## src/logic/rrcx_pkg.sv

```systemverilog
/*
 Package for the rotate-right-through-carry execution datapath: opcode
 fields, bank layout constants, flag positions and the four-phase cycle.
 Assumes one core clock and one core reset shared by all users.
*/
package rrcx_pkg;

	// ------------------------------------------------------------
	// Instruction word layout
	// ------------------------------------------------------------
	localparam int          RRCX_OPC_MSB     = 15;
	localparam int          RRCX_OPC_LSB     = 10;
	localparam logic [5:0]  RRCX_OPC_ROTR    = 6'h0c;
	localparam int          RRCX_DEST_BIT    = 9;
	localparam int          RRCX_BANK_BIT    = 8;
	localparam int          RRCX_ADDR_MSB    = 7;

	// ------------------------------------------------------------
	// Addressing
	// ------------------------------------------------------------
	localparam logic [7:0]  RRCX_IDX_LIMIT   = 8'h5f;
	localparam logic [7:0]  RRCX_ACC_HI_BASE = 8'h60;
	localparam logic [3:0]  RRCX_BANK_LOW    = 4'h0;
	localparam logic [3:0]  RRCX_BANK_HIGH   = 4'hf;

	// ------------------------------------------------------------
	// Flags and reset values
	// ------------------------------------------------------------
	localparam int          RRCX_FLAG_C      = 0;
	localparam int          RRCX_FLAG_Z      = 2;
	localparam int          RRCX_FLAG_N      = 4;
	localparam logic [7:0]  RRCX_BYTE_RST    = 8'h00;

	// ------------------------------------------------------------
	// Four-phase cycle
	// ------------------------------------------------------------
	typedef enum logic [1:0] {
		RRCX_Q1 = 2'b00,
		RRCX_Q2 = 2'b01,
		RRCX_Q3 = 2'b11,
		RRCX_Q4 = 2'b10
	} rrcx_phase_t;

endpackage : rrcx_pkg

```

## src/logic/rrcx_alu.sv

```systemverilog
/*
 Combinational rotate-right-through-carry unit with N and Z flags.
 Assumes a stable operand and carry across the process phase.
*/
`timescale 1ns/10ps
`default_nettype none

module rrcx_alu (
	// Operand in
	input  wire logic [7:0] opnd,
	input  wire logic       carry_in,
	// Result out
	output logic      [7:0] result,
	output logic            carry_out,
	output logic            neg,
	output logic            zero
);

	// ------------------------------------------------------------
	// Rotate one place toward bit 0 through carry
	// ------------------------------------------------------------
	always_comb begin
		result    = {carry_in, opnd[7:1]};
		carry_out = opnd[0];
		neg       = result[7];
		zero      = (result == 8'h00);
	end

endmodule // rrcx_alu

`default_nettype wire

```

## src/logic/rrcx_exec.sv

```systemverilog
/*
 Execution block for rotate right through carry: decode in Q1, operand
 read and rotate in Q2, write enables set in Q3, destination write in Q4.
 Assumes the register file answers rd_data combinationally from rd_addr
 in the same core clock, and that instr is held for a whole cycle.
*/
`timescale 1ns/10ps
`default_nettype none

module rrcx_exec
	import rrcx_pkg::*;
(
	// Clock, reset, enable
	input  wire logic        clk_sys,
	input  wire logic        rst,
	input  wire logic        clk_en,
	// Instruction and core state
	input  wire logic [15:0] instr,
	input  wire logic        ext_set_en,
	input  wire logic [3:0]  bank_select_register,
	input  wire logic [11:0] index_base,
	input  wire logic        carry_flag,
	// Register file read
	output logic      [11:0] rd_addr,
	input  wire logic [7:0]  rd_data,
	// Destination writes
	output logic             acc_we,
	output logic      [7:0]  acc_wdata,
	output logic             reg_we,
	output logic      [11:0] reg_waddr,
	output logic      [7:0]  reg_wdata,
	output logic             flag_we,
	output logic      [7:0]  flag_wmask,
	output logic      [7:0]  flag_wdata,
	// Status
	output logic      [1:0]  phase,
	output logic             busy
);

	// ------------------------------------------------------------
	// State
	// ------------------------------------------------------------
	typedef struct packed {
		rrcx_phase_t ph;
		logic        hit;
		logic        dest;
		logic [11:0] addr;
		logic [7:0]  res;
		logic        c;
		logic        n;
		logic        z;
		logic        acc_we;
		logic        reg_we;
		logic        flag_we;
		logic [7:0]  wdata;
		logic [11:0] waddr;
	} rrcx_state_t;

	rrcx_state_t st_ff;
	rrcx_state_t nxt_st;

	logic [7:0] alu_res;
	logic       alu_c;
	logic       alu_n;
	logic       alu_z;

	// Opcode field match, shared by decode and the checks
	function automatic logic rrcx_is_rot(input logic [15:0] w);
		return w[RRCX_OPC_MSB:RRCX_OPC_LSB] == RRCX_OPC_ROTR;
	endfunction

	// Effective address from the bank, index and direct modes
	function automatic logic [11:0] rrcx_ea(input logic a, input logic x,
		input logic [7:0] f, input logic [3:0] bank, input logic [11:0] base);
		logic [11:0] ea;
		ea = {bank, f};
		if (!a) begin
			if (x && f <= RRCX_IDX_LIMIT) begin
				ea = base + {4'h0, f};
			end else if (f < RRCX_ACC_HI_BASE) begin
				ea = {RRCX_BANK_LOW, f};
			end else begin
				ea = {RRCX_BANK_HIGH, f};
			end
		end
		return ea;
	endfunction

	rrcx_alu u_alu (
		.opnd      (rd_data),
		.carry_in  (carry_flag),
		.result    (alu_res),
		.carry_out (alu_c),
		.neg       (alu_n),
		.zero      (alu_z)
	);

	// ------------------------------------------------------------
	// Phase sequencer and datapath
	// ------------------------------------------------------------
	always_comb begin
		nxt_st = st_ff;
		nxt_st.acc_we  = 1'b0;
		nxt_st.reg_we  = 1'b0;
		nxt_st.flag_we = 1'b0;
		case (st_ff.ph)
			RRCX_Q1: begin
				nxt_st.ph   = RRCX_Q2;
				nxt_st.hit  = rrcx_is_rot(instr);
				nxt_st.dest = instr[RRCX_DEST_BIT];
				nxt_st.addr = rrcx_ea(instr[RRCX_BANK_BIT], ext_set_en,
					instr[RRCX_ADDR_MSB:0], bank_select_register, index_base);
			end
			RRCX_Q2: begin
				nxt_st.ph = RRCX_Q3;
				nxt_st.res = alu_res;
				nxt_st.c   = alu_c;
				nxt_st.n   = alu_n;
				nxt_st.z   = alu_z;
			end
			RRCX_Q3: begin
				// Writes land at the Q4 edge, one cycle wide while clk_en stays high
				nxt_st.ph      = RRCX_Q4;
				nxt_st.acc_we  = st_ff.hit && !st_ff.dest;
				nxt_st.reg_we  = st_ff.hit && st_ff.dest;
				nxt_st.flag_we = st_ff.hit;
				nxt_st.wdata   = st_ff.res;
				nxt_st.waddr   = st_ff.addr;
			end
			RRCX_Q4: begin
				nxt_st.ph  = RRCX_Q1;
				nxt_st.hit = 1'b0;
			end
			default: begin
				nxt_st.ph = RRCX_Q1;
			end
		endcase
	end

	always_ff @(posedge clk_sys or posedge rst) begin
		if (rst) begin
			st_ff <= '0;
		end else if (clk_en) begin
			st_ff <= nxt_st;
		end
	end

	// ------------------------------------------------------------
	// Outputs
	// ------------------------------------------------------------
	assign rd_addr    = st_ff.addr;
	assign acc_we     = st_ff.acc_we;
	assign acc_wdata  = st_ff.wdata;
	assign reg_we     = st_ff.reg_we;
	assign reg_waddr  = st_ff.waddr;
	assign reg_wdata  = st_ff.wdata;
	assign flag_we    = st_ff.flag_we;
	// Only C, Z and N are touched; other status bits keep their value
	assign flag_wmask = (8'h01 << RRCX_FLAG_C) | (8'h01 << RRCX_FLAG_Z) |
		(8'h01 << RRCX_FLAG_N);
	assign flag_wdata = ({7'h00, st_ff.c} << RRCX_FLAG_C) |
		({7'h00, st_ff.z} << RRCX_FLAG_Z) | ({7'h00, st_ff.n} << RRCX_FLAG_N);
	assign phase      = st_ff.ph;
	assign busy       = st_ff.hit;

	// ------------------------------------------------------------
	// Checks
	// ------------------------------------------------------------
	a_rotate_result: assert property (@(posedge clk_sys) disable iff (rst)
		(clk_en && st_ff.ph == RRCX_Q2) |=> (st_ff.res == {$past(carry_flag), $past(rd_data[7:1])})
		&& st_ff.c == $past(rd_data[0]))
		else $error("rotate result or carry wrong");
	a_flag_nz: assert property (@(posedge clk_sys) disable iff (rst)
		flag_we |-> (flag_wdata[RRCX_FLAG_Z] == (acc_wdata == 8'h00))
		&& flag_wdata[RRCX_FLAG_N] == acc_wdata[7])
		else $error("N or Z flag wrong");
	a_dest_acc: assert property (@(posedge clk_sys) disable iff (rst)
		acc_we |-> !reg_we && !st_ff.dest && flag_we)
		else $error("accumulator write with wrong dest");
	a_dest_reg: assert property (@(posedge clk_sys) disable iff (rst)
		reg_we |-> !acc_we && st_ff.dest && reg_waddr == st_ff.addr)
		else $error("register write with wrong dest");
	a_bank_select: assert property (@(posedge clk_sys) disable iff (rst)
		(clk_en && st_ff.ph == RRCX_Q1 && instr[RRCX_BANK_BIT])
		|=> rd_addr == {$past(bank_select_register), $past(instr[7:0])})
		else $error("bank select address wrong");
	a_bank_low: assert property (@(posedge clk_sys) disable iff (rst)
		(clk_en && st_ff.ph == RRCX_Q1 && !instr[RRCX_BANK_BIT] && !ext_set_en
		&& instr[7:0] < RRCX_ACC_HI_BASE) |=> rd_addr == {4'h0, $past(instr[7:0])})
		else $error("direct low bank address wrong");
	a_index_mode: assert property (@(posedge clk_sys) disable iff (rst)
		(clk_en && st_ff.ph == RRCX_Q1 && !instr[RRCX_BANK_BIT] && ext_set_en
		&& instr[7:0] <= RRCX_IDX_LIMIT)
		|=> rd_addr == $past(index_base) + {4'h0, $past(instr[7:0])})
		else $error("indexed literal offset address wrong");
	a_decode_miss: assert property (@(posedge clk_sys) disable iff (rst)
		(clk_en && st_ff.ph == RRCX_Q1 && !rrcx_is_rot(instr))
		|=> !busy ##2 !acc_we && !reg_we && !flag_we)
		else $error("write for a foreign opcode");
	// A pulse may stay past Q4 only while the enable holds it frozen
	a_write_timing: assert property (@(posedge clk_sys) disable iff (rst)
		flag_we |-> st_ff.ph == RRCX_Q4 && ($past(st_ff.ph) == RRCX_Q3 || !$past(clk_en)))
		else $error("write outside Q4");
	a_bank_high: assert property (@(posedge clk_sys) disable iff (rst)
		(clk_en && st_ff.ph == RRCX_Q1 && !instr[RRCX_BANK_BIT]
		&& instr[7:0] >= RRCX_ACC_HI_BASE)
		|=> rd_addr == {RRCX_BANK_HIGH, $past(instr[7:0])})
		else $error("direct high bank address wrong");
	// A low enable must leave every state bit alone, pulses included
	a_enable_freeze: assert property (@(posedge clk_sys) disable iff (rst)
		!clk_en |=> $stable(st_ff))
		else $error("state moved while enable was low");
	a_busy_clear: assert property (@(posedge clk_sys) disable iff (rst)
		(clk_en && st_ff.ph == RRCX_Q4) |=> !busy && !flag_we && !acc_we && !reg_we)
		else $error("write pulse or busy outlived Q4");

endmodule // rrcx_exec

`default_nettype wire

```

## config.mk

```make
export PLATFORM = sky130hd
export DESIGN_NAME = rrcx_exec
export DESIGN_NICKNAME = d
export VERILOG_FILES = /design/src/logic/rrcx_pkg.sv /design/src/logic/rrcx_alu.sv /design/src/logic/rrcx_exec.sv
export SDC_FILE = /design/constraint.sdc
export NUM_CORES = 1
export LEC_CHECK = 0
export BUFFER_PORTS_ARGS = -buffer_cell sky130_fd_sc_hd__clkbuf_2
export CELL_PAD_IN_SITES_DETAIL_PLACEMENT = 1
export CELL_PAD_IN_SITES_GLOBAL_PLACEMENT = 2
export CORE_ASPECT_RATIO = 1.75
export CORE_UTILIZATION = 25
export CTS_BUF_LIST = sky130_fd_sc_hd__clkbuf_8 sky130_fd_sc_hd__clkbuf_16
export DETAILED_ROUTE_END_ITERATION = 10
export PLACE_DENSITY = 0.73
export SLEW_MARGIN = 20
export SYNTH_ARGS = -nofsm -noshare
export SYNTH_HDL_FRONTEND = slang
export SYNTH_SLANG_ARGS = --single-unit
```

## constraint.sdc

```tcl
create_clock -name clk_sys -period 1.83 [get_ports clk_sys]
set_input_delay 0.366 -clock clk_sys [delete_from_list [all_inputs] [get_ports clk_sys]]
set_output_delay 0.366 -clock clk_sys [all_outputs]
set_load 0.005 [all_outputs]
```

Word level (Yosys, flattened, before mapping) --
Cells that the tools add are included.
Word-level totals: input port bits 45, register bits after elaboration 50, output and inout port bits 62, logic and storage cells 39
Operators by class: eq/ne operators 4, magnitude comparators 2, reductions and logical operators 11, bitwise operators 2, mux-type cells 6, add/sub/neg operators 1
Operators by type and width (number):
- $mux 12 | 3
- $mux 23 | 1
- $add 12x8->12 | 1
- $le 8x7->1 const B | 1
- $logic_not 8->1 | 1
- $lt 8x7->1 const B | 1
- $pmux 2 s4 | 1
- $reduce_and 2->1 | 4
- $eq 6x4->1 const B | 1
- $or 3x5->5 | 1
- $eq 2x2->1 const B | 2
- $logic_and 1x1->1 | 3
- $or 1x3->3 | 1
- $eq 2x1->1 const B | 1
- $logic_not 2->1 | 1
- $pmux 1 s2 | 1
- $reduce_bool 2->1 | 1
- $logic_not 1->1 | 1

Longest topological paths before layout --
depth in word-level cells 4, depth in mapped cells 8

By module --
A second synthesis with hierarchy kept.
Second synthesis, totals: cell total of the unflattened synthesis 288, area, all modules 2974.1 um^2
By module, submodules not included:
- rrcx_exec | cells each 275, instances 1, seq. area each 1251.2 um^2, area each 2880.3 um^2
- rrcx_alu | cells each 13, instances 1, seq. area each 0.0 um^2, area each 93.8 um^2

Worst setup path before layout --
Ideal clock, no wire load.
path type in2reg, start point input instr[0], end point register st_ff (netlist bit rd_addr[10]), arrival time 1.731 ns, data required time 1.703 ns, path buffers 0, path slack -0.028 ns, stages 8, cell sequence ha_1 > inv_1 > fa_1 > and2b_1 > o31ai_2 > a211oi_1 > xnor2_1 > o21ai_1
On the way: cells in the longest elaborated chain, start to end 4, elaborated cells between the ends (all ways) 7, those cells by class add/sub: 1; order compare: 2; mux: 3; reduce/logical: 1
Ends and longest elaborated chain:
- from (decl) | line rrcx_exec.sv:18 | input wire logic [15:0] instr,
- $lt 8x7->1 or $le 8x7->1 (tied branches) | line rrcx_exec.sv:80, rrcx_exec.sv:78
- $mux 12 or $logic_and 1x1->1 (tied branches) | line rrcx_exec.sv:80, rrcx_exec.sv:78
- $mux 12 * | line rrcx_exec.sv:78 | if (x && f <= RRCX_IDX_LIMIT) begin
- $mux 12 * | line rrcx_exec.sv:77 | if (!a) begin
- to (signal assigned) | line rrcx_exec.sv:144 | st_ff <= nxt_st;
- to (decl) | line rrcx_exec.sv:59 | rrcx_state_t st_ff;
Mark *: on every way between the ends. The rest lies on a longest branch, timed or not. A chain may end at the register's enable or synchronous reset.

Worst setup path after layout --
start point input instr[0], end point register st_ff (netlist bit rd_addr[4])
On the way: cells in the longest elaborated chain, start to end 4, elaborated cells between the ends (all ways) 5, those cells by class add/sub: 1; order compare: 1; mux: 2; reduce/logical: 1
Ends and longest elaborated chain (line):
- parallel branches: the longest is 2 deep, another holds $add 12x8->12
- $mux 12 * | rrcx_exec.sv:78
- $mux 12 * | rrcx_exec.sv:77
Every way passes the cells marked *.

==> reports/results.txt <==
The iteration count of the initial detailed-routing pass was 9; the number of DRC violations after detailed routing was 7. After filler insertion, the fill cell instance count of the layout stands at 1,355. After synthesis, the largest family of logic cells by area is buffers and inverters. The proportion of register bits with asynchronous set or reset after synthesis was 1.000. The proportion of synthesized chip area in sequential cells is 0.4082. The most frequently used flop master after synthesis is sky130_fd_sc_hd__dfrtp_1.

Clock sink count: 49. The switching portion of total power came out at 0.3144. The signed area change from the synthesized netlist to the final layout works out to 21.45%. The final number of max-transition violations is 0, and the xor/xnor cell area share of the yosys netlist is 0.008746.

Global routing finished with a remaining overflow of 0. The type of the tightest min-delay check is in -> async. The die is 147.0 um tall. STA classifies the critical path startpoint as a primary input.

The run gives 0.397 as the power share of the sequential group. The final reports fail on DRC. Counting both buffers and inverters, the worst setup path holds a total of 3. The number of enable-type register cells in the synthesized netlist is 0.

The largest voltage drop on the vdd net came out at 0.0005078 V. The via count of the first global-routing pass was 2,444. The number of hold buffers added after CTS was 0. The aggregate global-route resource usage was 0.1205; the first-pass GRT wire length was 11,830 um. The combinational power share was 0.377; the data arrival time of the critical path was 1.87 ns. The worst path meets setup with 0.1239 ns of slack.

The routed design could run at a clock period as short as 1.706 ns. The count of nets left with antenna violations once routing finished came out at 0. In this run the core area contains 52 standard-cell rows. The floorplan step defined a die boundary enclosing 12,480 um2.

TritonCTS built the clock tree. The critical path in this run is classified as in -> reg. The cell family with the largest share of critical-path delay was compound AO/OA/AOI/OAI gates.

The initial detailed-routing violation count is 49, and the switching component of the power is 0.001500 W. The number of antenna violations at the first check in global routing was 0; the final-report setup violation count was 0. Detailed routing inserted a total of 2,228 vias. By count the netlist is led by sky130_fd_sc_hd__buf_4, sky130_fd_sc_hd__dfrtp_1, sky130_fd_sc_hd__mux2_2. At the later pin of the worst-skew pair, clock insertion delay measures 0.28 ns. On the final layout, the worst clock skew is 0.005054 ns.

Max-cap violations in this run came to 0. The ratio of cells with drive above 1 in the final layout is 0.4711. The root buffer cell chosen for the clock tree is sky130_fd_sc_hd__clkbuf_16. Required time at the endpoint of the critical path: 2.00 ns.

Counting distinct cell types in the post-synthesis netlist gives 49. Setup repair after global routing left no endpoint under its margin. In this run, placement finished with an instance count of 490. Share of synthesized cell area in and, or, nand and nor gates: 0.1291.

The core utilization of the finished layout came out at 0.3133. The synthesized-area fraction occupied by adder cells works out to 0.03998. The run gives 0 as the final count of hold timing violations.

The depth of the CTS H-tree is 2, and the post-detailed-route wirelength per cell is 14.16 um. In this run the static leakage power is 1.802 nW. The signal on the critical path passes through clkbuf_2 > ha_1 > inv_1 > fa_1 > and2b_1 > buf_4 > o21a_1 > nor3_1 > a2bb2oi_1 > o21ai_0. After the flow finishes, the layout carries non-filler instances totaling 498. The clock group share of total power was 0.226. The internal portion of the total power is 0.003270 W.

Portion of synthesized cell area occupied by the leading cell type: 0.4082. The core region area was 11,650 um2; the post-DP HPWL was 5865 um. No sink is reached through more buffers than the 2 on the longest clock path. The number of warning messages in the yosys log was 0; the count of boundary I/O pins was 107. The logs give 288 for the count of mapped cells out of synthesis and 5 for the number of buffers inserted during clock tree synthesis.

Power spread over the standard cell area amounts to 1307 nW/um2. Based on the critical path, the design can be clocked at up to 586.1 MHz. At the end of routability-driven placement, the weighted congestion stood at 0.7258. Measured along the x axis, the die boundary spans 84.87 um.

The run gives 0 as the post-CTS setup buffer count. The synthesized-area fraction occupied by ao, oa, aoi and oai cells works out to 0.1062. In the post-synthesis netlist, the cell with the most instances is sky130_fd_sc_hd__buf_4. Counting flops and latches in the post-synthesis netlist gives 49. In the final design database the tool counted 416 nets.

The number of cells upsized or downsized after cts is 0. Of all nets on the critical path, the largest fanout is 2. Timing analysis after detailed placement gives a worst setup slack of -0.2545 ns. Clock-pin slew was measured on the worst setup and hold paths at 0.07 ns. The mux share of post-synthesis cell area is 0.1379, and the post-synthesis instance area is 3004 um2. The library cell contributing the largest single delay on the critical path is sky130_fd_sc_hd__ha_1. The tools report the effective utilization at floorplan as 0.2580. The flow ran to the end, but the final reports show violations. The antenna diode count is 0. The worst setup path is captured at a register. The total wirelength of the detailed-routed design is 7051 um. The count of input and output buffers works out to 93.

Post-route fraction of the period consumed by the critical path: 0.9323. By area the synthesized netlist is led by sky130_fd_sc_hd__dfrtp_1, sky130_fd_sc_hd__buf_4, sky130_fd_sc_hd__mux2_2. Average vias per placed instance: 4.474. Of all cell types, the one taking the most synthesized area is sky130_fd_sc_hd__dfrtp_1. Averaged over all synthesized cells, the footprint is 10.43 um2. Entering global routing, the biggest net connects 50 pins.

On the worst path, the slowest cell contributes a delay of 0.21 ns.
## placed cells by master, fill, tap and decap left out, types with 2 or more instances in the layout
cell / Yosys / final
sky130_fd_sc_hd__nor2b_1: 3 / 3
sky130_fd_sc_hd__and3_1: 3 / 3
sky130_fd_sc_hd__ha_1: 8 / 8
sky130_fd_sc_hd__nand3_1: 2 / 2
sky130_fd_sc_hd__a21o_1: 3 / 3
sky130_fd_sc_hd__o22ai_1: 2 / 2
sky130_fd_sc_hd__conb_1: 2 / 13
sky130_fd_sc_hd__buf_12: 0 / 3
sky130_fd_sc_hd__dfrtp_1: 49 / 49
sky130_fd_sc_hd__a21oi_1: 9 / 9
sky130_fd_sc_hd__buf_4: 58 / 25
sky130_fd_sc_hd__a22oi_1: 2 / 2
sky130_fd_sc_hd__o21ai_0: 12 / 12
sky130_fd_sc_hd__clkbuf_16: 0 / 5
sky130_fd_sc_hd__a211oi_2: 1 / 2
sky130_fd_sc_hd__nor2_1: 10 / 10
sky130_fd_sc_hd__inv_1: 9 / 8
sky130_fd_sc_hd__nand2_1: 18 / 18
sky130_fd_sc_hd__mux2i_1: 5 / 5
sky130_fd_sc_hd__o21ai_1: 2 / 2
sky130_fd_sc_hd__xor2_1: 2 / 2
sky130_fd_sc_hd__nand3b_4: 2 / 2
sky130_fd_sc_hd__nand2b_1: 5 / 5
sky130_fd_sc_hd__mux2_2: 31 / 31
sky130_fd_sc_hd__nor4_1: 4 / 4
sky130_fd_sc_hd__o21a_1: 5 / 5
sky130_fd_sc_hd__or3_1: 2 / 2
sky130_fd_sc_hd__nand4_1: 7 / 7
sky130_fd_sc_hd__nor3_1: 4 / 4
sky130_fd_sc_hd__clkbuf_2: 0 / 93
## worst reg2reg max path, stage by stage (launching register included)
cell                       delay, ns
sky130_fd_sc_hd__dfrtp_1        0.41
sky130_fd_sc_hd__nor3b_4        0.34
sky130_fd_sc_hd__buf_12         0.18
sky130_fd_sc_hd__nand4_1        0.14
sky130_fd_sc_hd__nor4_1         0.31
sky130_fd_sc_hd__a221oi_1       0.09
sky130_fd_sc_hd__nand2_1        0.08
## area by class of cell
class                           instances  area, um2  share of cell area
Sequential cell                        49       1226              0.3361
Tap cell                              135      168.9             0.04630
Clock inverter                          2      37.54             0.01029
Clock buffer                            6      138.9             0.03807
Inverter                                9      33.78            0.009259
Timing Repair Buffer                  121      713.2              0.1955
Multi-Input combinational cell        176       1330              0.3645
## state kept, by name, indices dropped and copies added (netlist names)
name and flops:
flag_we 1, rd_addr 12, reg_we 1, busy 1, st_ff 11, acc_wdata 8, acc_we 1, phase 2
reg_waddr 12
## power groups by stage
stage | Sequential (W) | Clock [W] | Combinational, W
3_3_place_gp | 0.00190 | 0 | 0.00178
3_5_place_dp | 0.00194 | 0 | 0.00183
4_1_cts | 0.00191 | 0.00112 | 0.00184
2_1_floorplan | 0.00182 | 0 | 0.00163
6_report | 0.00189 | 0.00108 | 0.00180
5_1_grt | 0.00199 | 0.00115 | 0.00200
## cell families after synthesis
family                     after synthesis
AOI/OAI and AO/OA                       47
other                                    2
xor gates and xnor gates                 3
muxes                                   37
adders and majority gates                9
buffers and inverters                   74
DFF                                     49
and+or+nand+nor                         67
## metal layers
| layer | global-route usage | up-vias | wire length, um |
|---|---|---|---|
| met4 | 0.05339 | 0 | 101 |
| li1 | - | 1080 | - |
| met3 | 0.01404 | 4 | 209 |
| met2 | 0.2443 | 58 | 4219 |
| met1 | 0.1180 | 1086 | 2521 |
| met5 | 0 | - | 0 |
## path summary, 6_finish.rpt
check | from | to | slack, ns | depth (start not counted)
setup / recovery | instr[0] | rd_addr[4] | 0.12 | 10
hold / removal | rst | busy | 0.09 | 3
setup reg to reg | phase[1] | rd_addr[9] | 0.22 | 6
hold reg to reg | st_ff[46] | acc_we | 0.46 | 1
max in group asynchronous | rst | st_ff[31] | 1.50 | 3
min in group clk_sys | instr[9] | st_ff[46] | 0.31 | 3
## stage by stage
stage                     hold WS [ns]  TNS [ns]  total power (W)  cell area, um2
final                          0.09433         0         0.004770            3649
after CTS                      0.09993         0         0.004871            3640
after global routing            0.1256         0         0.005139            3649
after detailed placement        0.4153    -1.179         0.003770            3463
after floorplan                 0.4227         0         0.003458            3050
after global placement          0.4123   -0.9573         0.003687            3463
No activity file was read; power rests on OpenSTA's default activity.
